File: config.mk
export PLATFORM = sky130hd
export DESIGN_NAME = stq_core
export DESIGN_NICKNAME = d
export VERILOG_FILES = /design/src/logic/stq_pkg.sv /design/src/logic/stq_core.sv /design/src/logic/stq_two_buffer.sv
export SDC_FILE = /design/constraint.sdc
export NUM_CORES = 1
export LEC_CHECK = 0
export BUFFER_PORTS_ARGS = -buffer_cell sky130_fd_sc_hd__buf_2
export CORE_ASPECT_RATIO = 0.7
export CORE_MARGIN = 5
export CORE_UTILIZATION = 25
export CTS_CLUSTER_DIAMETER = 150
export CTS_CLUSTER_SIZE = 40
export DETAILED_ROUTE_END_ITERATION = 7
export MAX_ROUTING_LAYER = met4
export SLEW_MARGIN = 20
export SYNTH_ARGS = -nofsm -noshare
export SYNTH_HDL_FRONTEND = slang
export SYNTH_HIERARCHICAL = 1
export SYNTH_SLANG_ARGS = --single-unit
File: constraint.sdc
create_clock -name clk -period 5.1 [get_ports clk]
set_input_delay 1.275 -clock clk [delete_from_list [all_inputs] [get_ports clk]]
set_output_delay 1.275 -clock clk [all_outputs]
set_load 0.05 [all_outputs]
File: src/logic/stq_pkg.sv
package stq_pkg;

   localparam int BYTE_W = 8;
   localparam int BUF_DEPTH = 2;
   localparam int PTR_W = 1;
   localparam int CNT_W = 2;
   localparam int CLK_MHZ = 200;
   // master serial clock period; half of it is one serial clock phase
   localparam int SCLK_PERIOD_NS = 80;
   localparam int SCLK_HALF_CYC = SCLK_PERIOD_NS * CLK_MHZ / 2000;
   localparam int DIV_W = 4;
   localparam logic [3:0] BITS_PER_WORD = 4'h8;
   // bit 1 is captured by the seventh sample, when six are already in
   localparam logic [3:0] OVR_SAMPLE_IDX = 4'h6;
   localparam int SYNC_SCLK = 0;
   localparam int SYNC_MOSI = 1;
   localparam int SYNC_MISO = 2;
   localparam int SYNC_SS = 3;

   typedef enum logic {ST_IDLE, ST_BUSY} stq_phase_e;

   typedef struct packed {
      logic moduleEnable;
      logic masterSelect;
      logic clockPhase;
      logic clockPolarity;
   } stq_ctrl_s;

   typedef struct packed {
      logic faultDetectEnable;
      logic errorIrqEnable;
   } stq_scfg_s;

   typedef struct packed {
      logic txEmptyFlag;
      logic rxFullFlag;
      logic overrunFlag;
      logic modeFaultFlag;
      logic masterSelect;
      logic moduleEnable;
   } stq_status_s;

   typedef struct packed {
      logic sclkOut;
      logic sclkOe;
      logic mosiOut;
      logic mosiOe;
      logic misoOut;
      logic misoOe;
   } stq_pins_s;

   typedef struct packed {
      logic [BUF_DEPTH-1:0][BYTE_W-1:0] mem;
      logic [PTR_W-1:0] wrPtr;
      logic [PTR_W-1:0] rdPtr;
      logic [CNT_W-1:0] count;
   } stq_buf_s;

   typedef struct packed {
      stq_phase_e state;
      stq_ctrl_s ctrl;
      stq_scfg_s cfg;
      logic txEmpty;
      logic rxFull;
      logic overrun;
      logic modeFault;
      logic rxArm;
      logic ovrArm;
      logic faultArm;
      logic [BYTE_W-1:0] rxData;
      logic [BYTE_W-1:0] txShift;
      logic [BYTE_W-1:0] rxShift;
      logic [3:0] sampleCnt;
      logic [DIV_W-1:0] divCnt;
      logic sclkGen;
      logic [3:0] sync1;
      logic [3:0] sync2;
      logic sclkPrev;
      logic ssPrev;
      stq_pins_s pins;
      logic errorIrq;
   } stq_core_s;

   localparam stq_buf_s BUF_RESET = '{default: '0};
   // select synchronisers start at the pin's idle level, so release shows no false select
   localparam stq_core_s CORE_RESET = '{state: ST_IDLE, txEmpty: 1'b1, sync1: 4'h8, sync2: 4'h8,
                                        ssPrev: 1'b1, default: '0};

endpackage

File: src/logic/stq_core.sv
module stq_core
(
   input wire logic clk,
   input wire logic reset_n,
   input wire logic controlWrite,
   input stq_pkg::stq_ctrl_s controlIn,
   input wire logic statusControlWrite,
   input stq_pkg::stq_scfg_s statusControlIn,
   input wire logic statusRead,
   input wire logic dataRead,
   input wire logic txWrite,
   input wire logic [stq_pkg::BYTE_W-1:0] txData,
   output logic txReady,
   output stq_pkg::stq_status_s status,
   output logic [stq_pkg::BYTE_W-1:0] rxData,
   output logic errorIrq,
   input wire logic sclkIn,
   input wire logic mosiIn,
   input wire logic misoIn,
   input wire logic selectIn_n,
   output stq_pkg::stq_pins_s pins
);
   import stq_pkg::*;

   stq_core_s q;
   stq_core_s d;
   logic fifoValid;
   logic [BYTE_W-1:0] fifoData;
   logic [CNT_W-1:0] fifoCount;
   logic fifoPop;
   logic fifoFlush;
   logic ss;
   logic sclkS;
   logic serIn;
   logic isMaster;
   logic tick;
   logic lead;
   logic trail;
   logic sampleEv;
   logic driveEv;
   logic endEv;
   logic faultCond;
   logic [3:0] cntNext;
   logic [BYTE_W-1:0] word;

   function automatic logic [BYTE_W-1:0] pickWord(input logic valid,
                                                  input logic [BYTE_W-1:0] queued,
                                                  input logic [BYTE_W-1:0] held);
      return valid ? queued : held;
   endfunction

   ////////////////////////////////////////////////////////////////////////////////
   // transmit queue; its ready is the port software must respect

   stq_two_buffer txQueue
   (
      .clk(clk),
      .reset_n(reset_n),
      .flush(fifoFlush),
      .inValid(txWrite),
      .inData(txData),
      .inReady(txReady),
      .outValid(fifoValid),
      .outData(fifoData),
      .outReady(fifoPop),
      .count(fifoCount)
   );

   ////////////////////////////////////////////////////////////////////////////////

   always_comb
   begin
      d = q;
      fifoPop = 1'b0;
      fifoFlush = 1'b0;
      word = q.rxShift;
      // pins pass two flops; only the second stage is looked at
      d.sync1 = {selectIn_n, misoIn, mosiIn, sclkIn};
      d.sync2 = q.sync1;
      ss = q.sync2[SYNC_SS];
      sclkS = q.sync2[SYNC_SCLK];
      d.sclkPrev = sclkS;
      d.ssPrev = ss;
      isMaster = q.ctrl.masterSelect;
      serIn = isMaster ? q.sync2[SYNC_MISO] : q.sync2[SYNC_MOSI];
      faultCond = isMaster && q.cfg.faultDetectEnable && !ss;

      // software side; clears go first so a set later in this cycle wins
      if (controlWrite)
      begin
         d.ctrl = controlIn;
         if (q.faultArm && !faultCond)
         begin
            d.modeFault = 1'b0;
         end
         d.faultArm = 1'b0;
      end
      if (statusControlWrite)
      begin
         d.cfg = statusControlIn;
      end
      if (statusRead)
      begin
         d.rxArm = q.rxFull;
         d.ovrArm = q.overrun;
         d.faultArm = q.modeFault;
      end
      if (dataRead)
      begin
         if (q.rxArm)
         begin
            d.rxFull = 1'b0;
         end
         if (q.ovrArm)
         begin
            d.overrun = 1'b0;
         end
         d.rxArm = 1'b0;
         d.ovrArm = 1'b0;
      end
      if (txWrite && txReady)
      begin
         d.txEmpty = 1'b0;
      end

      // serial clock edges: generated in master, sampled in slave
      tick = 1'b0;
      if (isMaster)
      begin
         tick = (q.state == ST_BUSY) && (q.divCnt == DIV_W'(SCLK_HALF_CYC - 1));
         d.divCnt = tick ? '0 : q.divCnt + 1'b1;
         lead = tick && (q.sclkGen == q.ctrl.clockPolarity);
         trail = tick && (q.sclkGen != q.ctrl.clockPolarity);
         if (tick)
         begin
            d.sclkGen = !q.sclkGen;
         end
      end
      else
      begin
         // a deselected slave sees no edges at all
         lead = !ss && (sclkS != q.sclkPrev) && (sclkS != q.ctrl.clockPolarity);
         trail = !ss && (sclkS != q.sclkPrev) && (sclkS == q.ctrl.clockPolarity);
      end
      sampleEv = (q.state == ST_BUSY) && (q.ctrl.clockPhase ? trail : lead);
      driveEv = (q.state == ST_BUSY) && (q.ctrl.clockPhase ? lead : trail);
      cntNext = q.sampleCnt + {3'h0, sampleEv};
      endEv = (q.state == ST_BUSY) && trail && (cntNext == BITS_PER_WORD);

      unique case (q.state)
         ST_IDLE:
         begin
            d.divCnt = '0;
            d.sclkGen = q.ctrl.clockPolarity;
            d.sampleCnt = '0;
            if (isMaster && fifoValid)
            begin
               d.state = ST_BUSY;
               d.txShift = fifoData;
               fifoPop = 1'b1;
               d.pins.mosiOut = fifoData[BYTE_W-1];
            end
            else if (!isMaster && !q.ctrl.clockPhase && q.ssPrev && !ss)
            begin
               d.state = ST_BUSY;
               d.txShift = pickWord(fifoValid, fifoData, q.txShift);
               fifoPop = fifoValid;
               d.pins.misoOut = d.txShift[BYTE_W-1];
            end
            else if (!isMaster && q.ctrl.clockPhase && lead)
            begin
               d.state = ST_BUSY;
               d.txShift = pickWord(fifoValid, fifoData, q.txShift);
               fifoPop = fifoValid;
               d.pins.misoOut = d.txShift[BYTE_W-1];
            end
         end
         ST_BUSY:
         begin
            // the queue is not touched until the word is over
            if (sampleEv)
            begin
               d.rxShift = {q.rxShift[BYTE_W-2:0], serIn};
               d.sampleCnt = cntNext;
               if (q.sampleCnt == OVR_SAMPLE_IDX && q.rxFull)
               begin
                  d.overrun = 1'b1;
               end
            end
            if (driveEv && q.sampleCnt < BITS_PER_WORD)
            begin
               d.pins.mosiOut = q.txShift[~q.sampleCnt[2:0]];
               d.pins.misoOut = q.txShift[~q.sampleCnt[2:0]];
            end
            if (endEv)
            begin
               word = d.rxShift;
               if (!d.overrun)
               begin
                  d.rxData = word;
                  d.rxFull = 1'b1;
               end
               d.txShift = word;
               d.sampleCnt = '0;
               d.state = ST_IDLE;
               if (isMaster && fifoValid)
               begin
                  d.state = ST_BUSY;
                  d.txShift = fifoData;
                  fifoPop = 1'b1;
                  d.pins.mosiOut = fifoData[BYTE_W-1];
                  d.divCnt = '0;
               end
            end
            if (!isMaster && ss)
            begin
               // slave deselected mid-word; the transfer is dropped and, with fault detection on, mode fault is set
               if (q.cfg.faultDetectEnable)
               begin
                  d.modeFault = 1'b1;
               end
               d.state = ST_IDLE;
               d.sampleCnt = '0;
            end
         end
      endcase

      // tx-empty sets once the last queued byte has left for the shifter
      if (fifoPop && fifoCount == CNT_W'(1) && !(txWrite && txReady))
      begin
         d.txEmpty = 1'b1;
      end

      if (faultCond)
      begin
         d.modeFault = 1'b1;
         d.ctrl.moduleEnable = 1'b0;
      end

      // disabled or master-faulted: abort, drop the queue, release the pins
      if (!d.ctrl.moduleEnable)
      begin
         d.state = ST_IDLE;
         d.sampleCnt = '0;
         d.txEmpty = 1'b1;
         fifoFlush = 1'b1;
         d.sclkGen = d.ctrl.clockPolarity;
      end
      d.pins.sclkOut = d.sclkGen;
      d.pins.sclkOe = d.ctrl.moduleEnable && d.ctrl.masterSelect;
      d.pins.mosiOe = d.ctrl.moduleEnable && d.ctrl.masterSelect;
      d.pins.misoOe = d.ctrl.moduleEnable && !d.ctrl.masterSelect && !ss;
      d.errorIrq = q.cfg.errorIrqEnable && (q.overrun || q.modeFault);
   end

   always_ff @(posedge clk or negedge reset_n)
   begin
      if (!reset_n)
      begin
         q <= CORE_RESET;
      end
      else
      begin
         q <= d;
      end
   end

   assign status = '{txEmptyFlag: q.txEmpty, rxFullFlag: q.rxFull, overrunFlag: q.overrun,
                     modeFaultFlag: q.modeFault, masterSelect: q.ctrl.masterSelect,
                     moduleEnable: q.ctrl.moduleEnable};
   assign rxData = q.rxData;
   assign errorIrq = q.errorIrq;
   assign pins = q.pins;
endmodule

File: src/logic/stq_two_buffer.sv
module stq_two_buffer
(
   input wire logic clk,
   input wire logic reset_n,
   input wire logic flush,
   input wire logic inValid,
   input wire logic [stq_pkg::BYTE_W-1:0] inData,
   output logic inReady,
   output logic outValid,
   output logic [stq_pkg::BYTE_W-1:0] outData,
   input wire logic outReady,
   output logic [stq_pkg::CNT_W-1:0] count
);
   import stq_pkg::*;

   stq_buf_s q;
   stq_buf_s d;
   logic push;
   logic pop;

   assign inReady = (q.count != CNT_W'(BUF_DEPTH));
   assign outValid = (q.count != '0);
   assign outData = q.mem[q.rdPtr];
   assign count = q.count;

   always_comb
   begin
      d = q;
      push = inValid && inReady;
      pop = outValid && outReady;
      if (push)
      begin
         d.mem[q.wrPtr] = inData;
         d.wrPtr = q.wrPtr + 1'b1;
      end
      if (pop)
      begin
         d.rdPtr = q.rdPtr + 1'b1;
      end
      d.count = q.count + CNT_W'(push) - CNT_W'(pop);
      // a flush drops whatever is queued, a write in the same cycle too
      if (flush)
      begin
         d.wrPtr = '0;
         d.rdPtr = '0;
         d.count = '0;
      end
   end

   always_ff @(posedge clk or negedge reset_n)
   begin
      if (!reset_n)
      begin
         q <= BUF_RESET;
      end
      else
      begin
         q <= d;
      end
   end

endmodule

### Word-level counts from Yosys, hierarchy flattened

Index checks and enable logic that the tools add are counted.

| word-level totals | value |
|---|---|
| register bits after elaboration | 82 |
| latch bits | 0 |
| RAM bits | 0 |
| memory bits (read-only) | 0 |
| bits of input ports | 25 |
| output and inout port bits | 22 |
| logic and storage cells | 194 |
| memories | 0 |

| cells by class | value |
|---|---|
| $add $sub $neg | 6 |
| multiply operators | 0 |
| divide/modulo/power cells | 0 |
| order comparisons | 5 |
| eq/ne operators | 22 |
| shift-type cells | 0 |
| muxes and demuxes | 78 |
| bitwise gates (word level) | 3 |
| reductions and logical operators | 46 |

Operators with widths:

| operator | count |
|---|---|
| $mux W8 | 10 |
| $mux W1 | 47 |
| $pmux W8 S2 | 2 |
| $logic_and A1 B1 Y1 | 31 |
| $mux W4 | 6 |
| $bwmux W16 | 1 |
| $mux W12 | 1 |
| $demux W8 S1 | 1 |
| $eq A4 B3 Y1 const B | 2 |
| $ne A2 B1 Y1 const B | 4 |
| $pmux W1 S2 | 4 |
| $logic_not A1 Y1 | 7 |
| $mux W3 | 2 |
| $ne A2 B2 Y1 const B | 3 |
| $ne A3 B3 Y1 const B | 2 |
| $reduce_and A3 Y1 | 2 |
| $reduce_bool A2 Y1 | 3 |
| $mux W5 | 1 |
| $ne A5 B2 Y1 const B | 1 |
| $add A4 B1 Y4 | 1 |
| $add A4 B1 Y4 const B | 1 |
| $eq A4 B4 Y1 const B | 1 |
| $lt A1 B2 Y1 const B | 2 |
| $lt A3 B4 Y1 const B | 1 |
| 17 further kinds | 24 |

### Depth between registers and ports, before layout

| logic depth | value |
|---|---|
| depth in word-level cells | 15 |
| depth in mapped cells | 20 |
| mapped depth without buffers | 20 |

### Modules after synthesis

Netlist, hierarchy kept.

Modules (own cells, without submodules):

| module | instances | cells each | area an instance (um^2) | sequential area each (um^2) |
|---|---|---|---|---|
| stq_core | 1 | 296 | 3149.3 | 1556.5 |
| stq_two_buffer | 1 | 67 | 1014.7 | 500.5 |

### Worst setup path before layout

Ideal clock, no wire load.

| path | value |
|---|---|
| kind | register -> register |
| start | reg q[18] in the netlist's numbering |
| end | reg txQueue.q (netlist bit txQueue/count[1]) |
| setup time | 130 ps |
| arrival time | 3617 ps |
| data required time | 4970 ps |
| setup slack | 1353 ps |
| cell stages (with the launch flop) | 20 |
| cells stage by stage | dfrtp_1 ha_1 and4b_1 nand3_1 or3b_4 nand3_2 inv_2 ha_1 ha_1 nand4b_1 a211oi_2 nand2_1 nand2_1 o21a_1 ha_1 inv_1 ha_1 xor2_1 and2_2 nor3_1 |

RTL lines:

| element | line | RTL |
|---|---|---|
| start, declared | stq_core.sv:25 | `stq_core_s q;` |
| start signal, assigned | stq_core.sv:260 | `q <= CORE_RESET;` |
| start signal, assigned | stq_core.sv:264 | `q <= d;` |
| end signal, assigned | stq_two_buffer.sv:54 | `q <= BUF_RESET;` |
| end signal, assigned | stq_two_buffer.sv:58 | `q <= d;` |
| end, declared | stq_two_buffer.sv:16 | `stq_buf_s q;` |

==> results.toml <==
[finish]
final_cell_mix = "dfrtp_1 (78), buf_2 (45), nand2_1 (29)"
final_common_cell = "dfrtp_1"
fin_nets = 418
syn_to_final_growth_pct = 13.9
multi_input_area_um2 = 1820
num_antenna_cells = 0
register_area_um2 = 2060
filler_cell_count = 1693
drive_above_1_share_pct = 31.1

[grt]
track_usage_pct = 10.6
met2_usage_pct = 13.5
grt_max_degree = 48
met3_usage_pct = 3.61
grt_pass1_vias = 2957
grt_busiest_layer = "met1"
grt_use_met1_pct = 15.7
grt-ovfl-total = 0
antenna_found_initial = 0
grt_pass1_wl_mm = 15.6

[floorplan]
dieWidth_um = 164
core_area_um2 = 16300
rows = 39
fp.dieH_um = 118
start_util_pct = 25.5
io_pins = 47
die_area_um2 = 19400

[logic_synthesis]
synth_compound_area_share_pct = 11.2
yosys.area_share.adder_pct = 1.80
syn_inst = 363
synth-main-ff-cell = "dfrtp_1"
yosysWarnings = 6
netlist-cell-type-count = 62
syn_avg_cell_area_um2 = 11.5
ys_ff_latch = 82
syn_area_um2 = 4160
synth-simple-area-share_pct = 13.5
yosysSeqAreaShare_pct = 49.4
synth-xor-area-share_pct = 1.89
synth_top_family_by_area = "multiplexers"
synth.net_count = 394
async_flop_share_pct = 100
muxShareOfSynthArea_pct = 15.3
synth-edff-count = 0

[timing]
final_hold_viol_count = 0
rsz0062_at_grt = "false"
worst_pin_slew_ns = 0.632
final-setup-viol-count = 0
finalCriticalPeriod_ns = 4.40
final.period_utilization_pct = 86.3
final_max_slew_viol_count = 0
clock_skew_ns = 0.0108
relSlewSlack_pct = 57.4
fmax_mhz = 227
tns_ns = 0

[critical_path]
end_kind = "flop"
timing.rr.start = "isMaster"
path_common_cell = "ha_1"
cp_top_family = "simple AND/OR/NAND/NOR gates"
start_kind = "flop"
required_ns = 5.30
critPathSlowestCell = "dfrtp_1"
crit_start = "isMaster"
criticalPathCategory = "reg2reg"
critPathBufInv = 2
slowest_delay_ns = 0.64
cp_cell_sequence = "and4b_1 -> nand3b_1 -> nand3_1 -> nand3_2 -> inv_2 -> ha_1 -> ha_1 -> xnor2_1 -> nand4b_1 -> a211oi_2 -> nand2_1 -> nand2_1 -> o21a_1 -> ha_1 -> inv_1 -> ha_1 -> xor2_1 -> and2_2 -> nor3_1"
critPathArrivalTime_ns = 4.61
cp_max_fo = 14

[cts]
clockBufferDepth = 2
tritoncts = "yes"
clock_latency_ns = 0.35
cts_inserted_buffers = 9
cts_resized = 0
cts-root-buf = "clkbuf_16"
path_clk_slew_ns = 0.07
clock_sinks = 82
h-tree-depth = 3
cts_hold_buffers = 0
post_cts_buffers = 0

[power]
p_int_uw = 1520
power.leakage_uw = 0.00213
p_switching_uw = 803
power_frac_comb_pct = 31.8
pwr-share-clk_pct = 27.8
irDropWorstVdd_uv = 203
power_density_nw_per_um2 = 489
switching_share_pct = 34.6
finalPower_uw = 2320
seq_power_share_pct = 40.4

[status]
status = "completed"

[drt]
firstDrtPassIters = 5
drtIter0Drc = 260
drtAntennaViolNets = 0
avgRoutedWirePerCell_um = 15.8
drc_errors = 0
drt-total-wl_mm = 9.75
vias = 2816
vias_per_cell = 4.56

[flow_run]
max_cap_viol_count = 0

[min_path]
min_from = "d[9]"
hp-class = "reg2reg"

[place]
hpwl_mm = 7.19
gp_congestion = 0.884
port_buffers = 46
==> worst register-to-register path, stage by stage, from the launching register on <==
cell and delay, ns:
dfrtp_1 0.64, and4b_1 0.33, nand3b_1 0.15, nand3_1 0.41
nand3_2 0.35, inv_2 0.24, ha_1 0.20, ha_1 0.21
xnor2_1 0.14, nand4b_1 0.13, a211oi_2 0.24, nand2_1 0.15
nand2_1 0.10, o21a_1 0.16, ha_1 0.24, inv_1 0.06
ha_1 0.14, xor2_1 0.17, and2_2 0.16, nor3_1 0.04
==> path summary, 6_finish.rpt <==
check                                   endpoint  slack (ns)  cells after the start
max in group asynchronous              status[5]        3.25                      2
worst max-delay path            txQueue/count[1]        0.70                     19
worst min register to register              d[8]        0.35                      0
min in group asynchronous                  q[58]        0.93                      1
worst max register to register  txQueue/count[1]        0.70                     19
worst min-delay path                        d[8]        0.35                      0
==> registers in the layout (all words and copies together) (netlist names) <==
| name | count |
|---|---|
| q | 36 |
| pins | 5 |
| isMaster | 1 |
| rxData | 8 |
| txQueue/q | 18 |
| d | 6 |
| txQueue/count | 2 |
| status | 5 |
| errorIrq | 1 |
==> power groups by stage <==
| stage | registers (uW) | logic [uW] | clock network (uW) |
|---|---|---|---|
| finish | 938 | 739 | 644 |
| global route | 961 | 801 | 682 |
| CTS | 937 | 740 | 660 |
| detailed placement | 945 | 736 | 0 |
| global placement | 937 | 718 | 0 |
| floorplan | 906 | 616 | 0 |
==> final cells by class <==
type	instances	share of cell area, %
Clock buffer	12	4.98
Clock inverter	4	1.16
Inverter	10	0.791
Multi-Input combinational cell	235	38.4
Sequential cell	82	43.4
Tap cell	225	5.93
Timing Repair Buffer	49	5.38
==> cell usage after synthesis, drive strengths merged, types with 3 or more instances <==
| master | count | area share [%] |
|---|---|---|
| o211ai | 3 | 0.87 |
| a211oi | 6 | 1.2 |
| nand2 | 29 | 2.6 |
| buf | 30 | 5.4 |
| a21boi | 6 | 1.2 |
| nand3 | 9 | 1.2 |
| a21oi | 9 | 1.1 |
| and3b | 3 | 0.63 |
| nand2b | 3 | 0.63 |
| xor2 | 4 | 0.84 |
| and2 | 5 | 0.78 |
| clkbuf | 6 | 0.54 |
| nor2 | 19 | 1.7 |
| o22ai | 3 | 0.45 |
| nor3 | 8 | 0.96 |
| inv | 10 | 0.90 |
| nand3b | 4 | 0.72 |
| mux2 | 41 | 13 |
| dfstp | 4 | 2.5 |
| mux2i | 7 | 1.7 |
| o21ai | 17 | 2.0 |
| dfrtp | 78 | 47 |
| and3 | 6 | 1.0 |
| nand4 | 3 | 0.45 |
| a31oi | 7 | 1.1 |
| a21o | 3 | 0.54 |
| ha | 6 | 1.8 |
| xnor2 | 5 | 1.1 |
==> logic make-up (layout without fill, tap and decap cells) <==
| family | after synthesis | count (layout) |
|---|---|---|
| multiplexers | 50 | 50 |
| XOR/XNOR | 9 | 9 |
| AND/OR/NAND/NOR | 103 | 103 |
| adder cells (fa/ha/maj) | 6 | 6 |
| flip-flops | 82 | 82 |
| buffers and inverters | 46 | 75 |
| AO/OA/AOI/OAI | 67 | 67 |
==> stage by stage <==
stage,setup slack (ns),util (%),instance area [um^2],hold WS (ns),instances
2_1_floorplan,1.35,-,4160,0.331,363
3_3_place_gp,1.01,27.2,4450,0.336,601
3_5_place_dp,0.819,27.2,4450,0.341,601
4_1_cts,0.771,29.0,4740,0.356,617
5_1_grt,0.370,29.0,4740,0.358,617
6_report,0.699,29.0,4740,0.351,617
==> routing by layer <==
layer  wire length, um  up-vias
met5                 0        -
met4               111        0
met3               613       14
met2              3860       92
met1              5160     1397
li1                  -     1313
No activity file was read; power rests on OpenSTA's default activity.
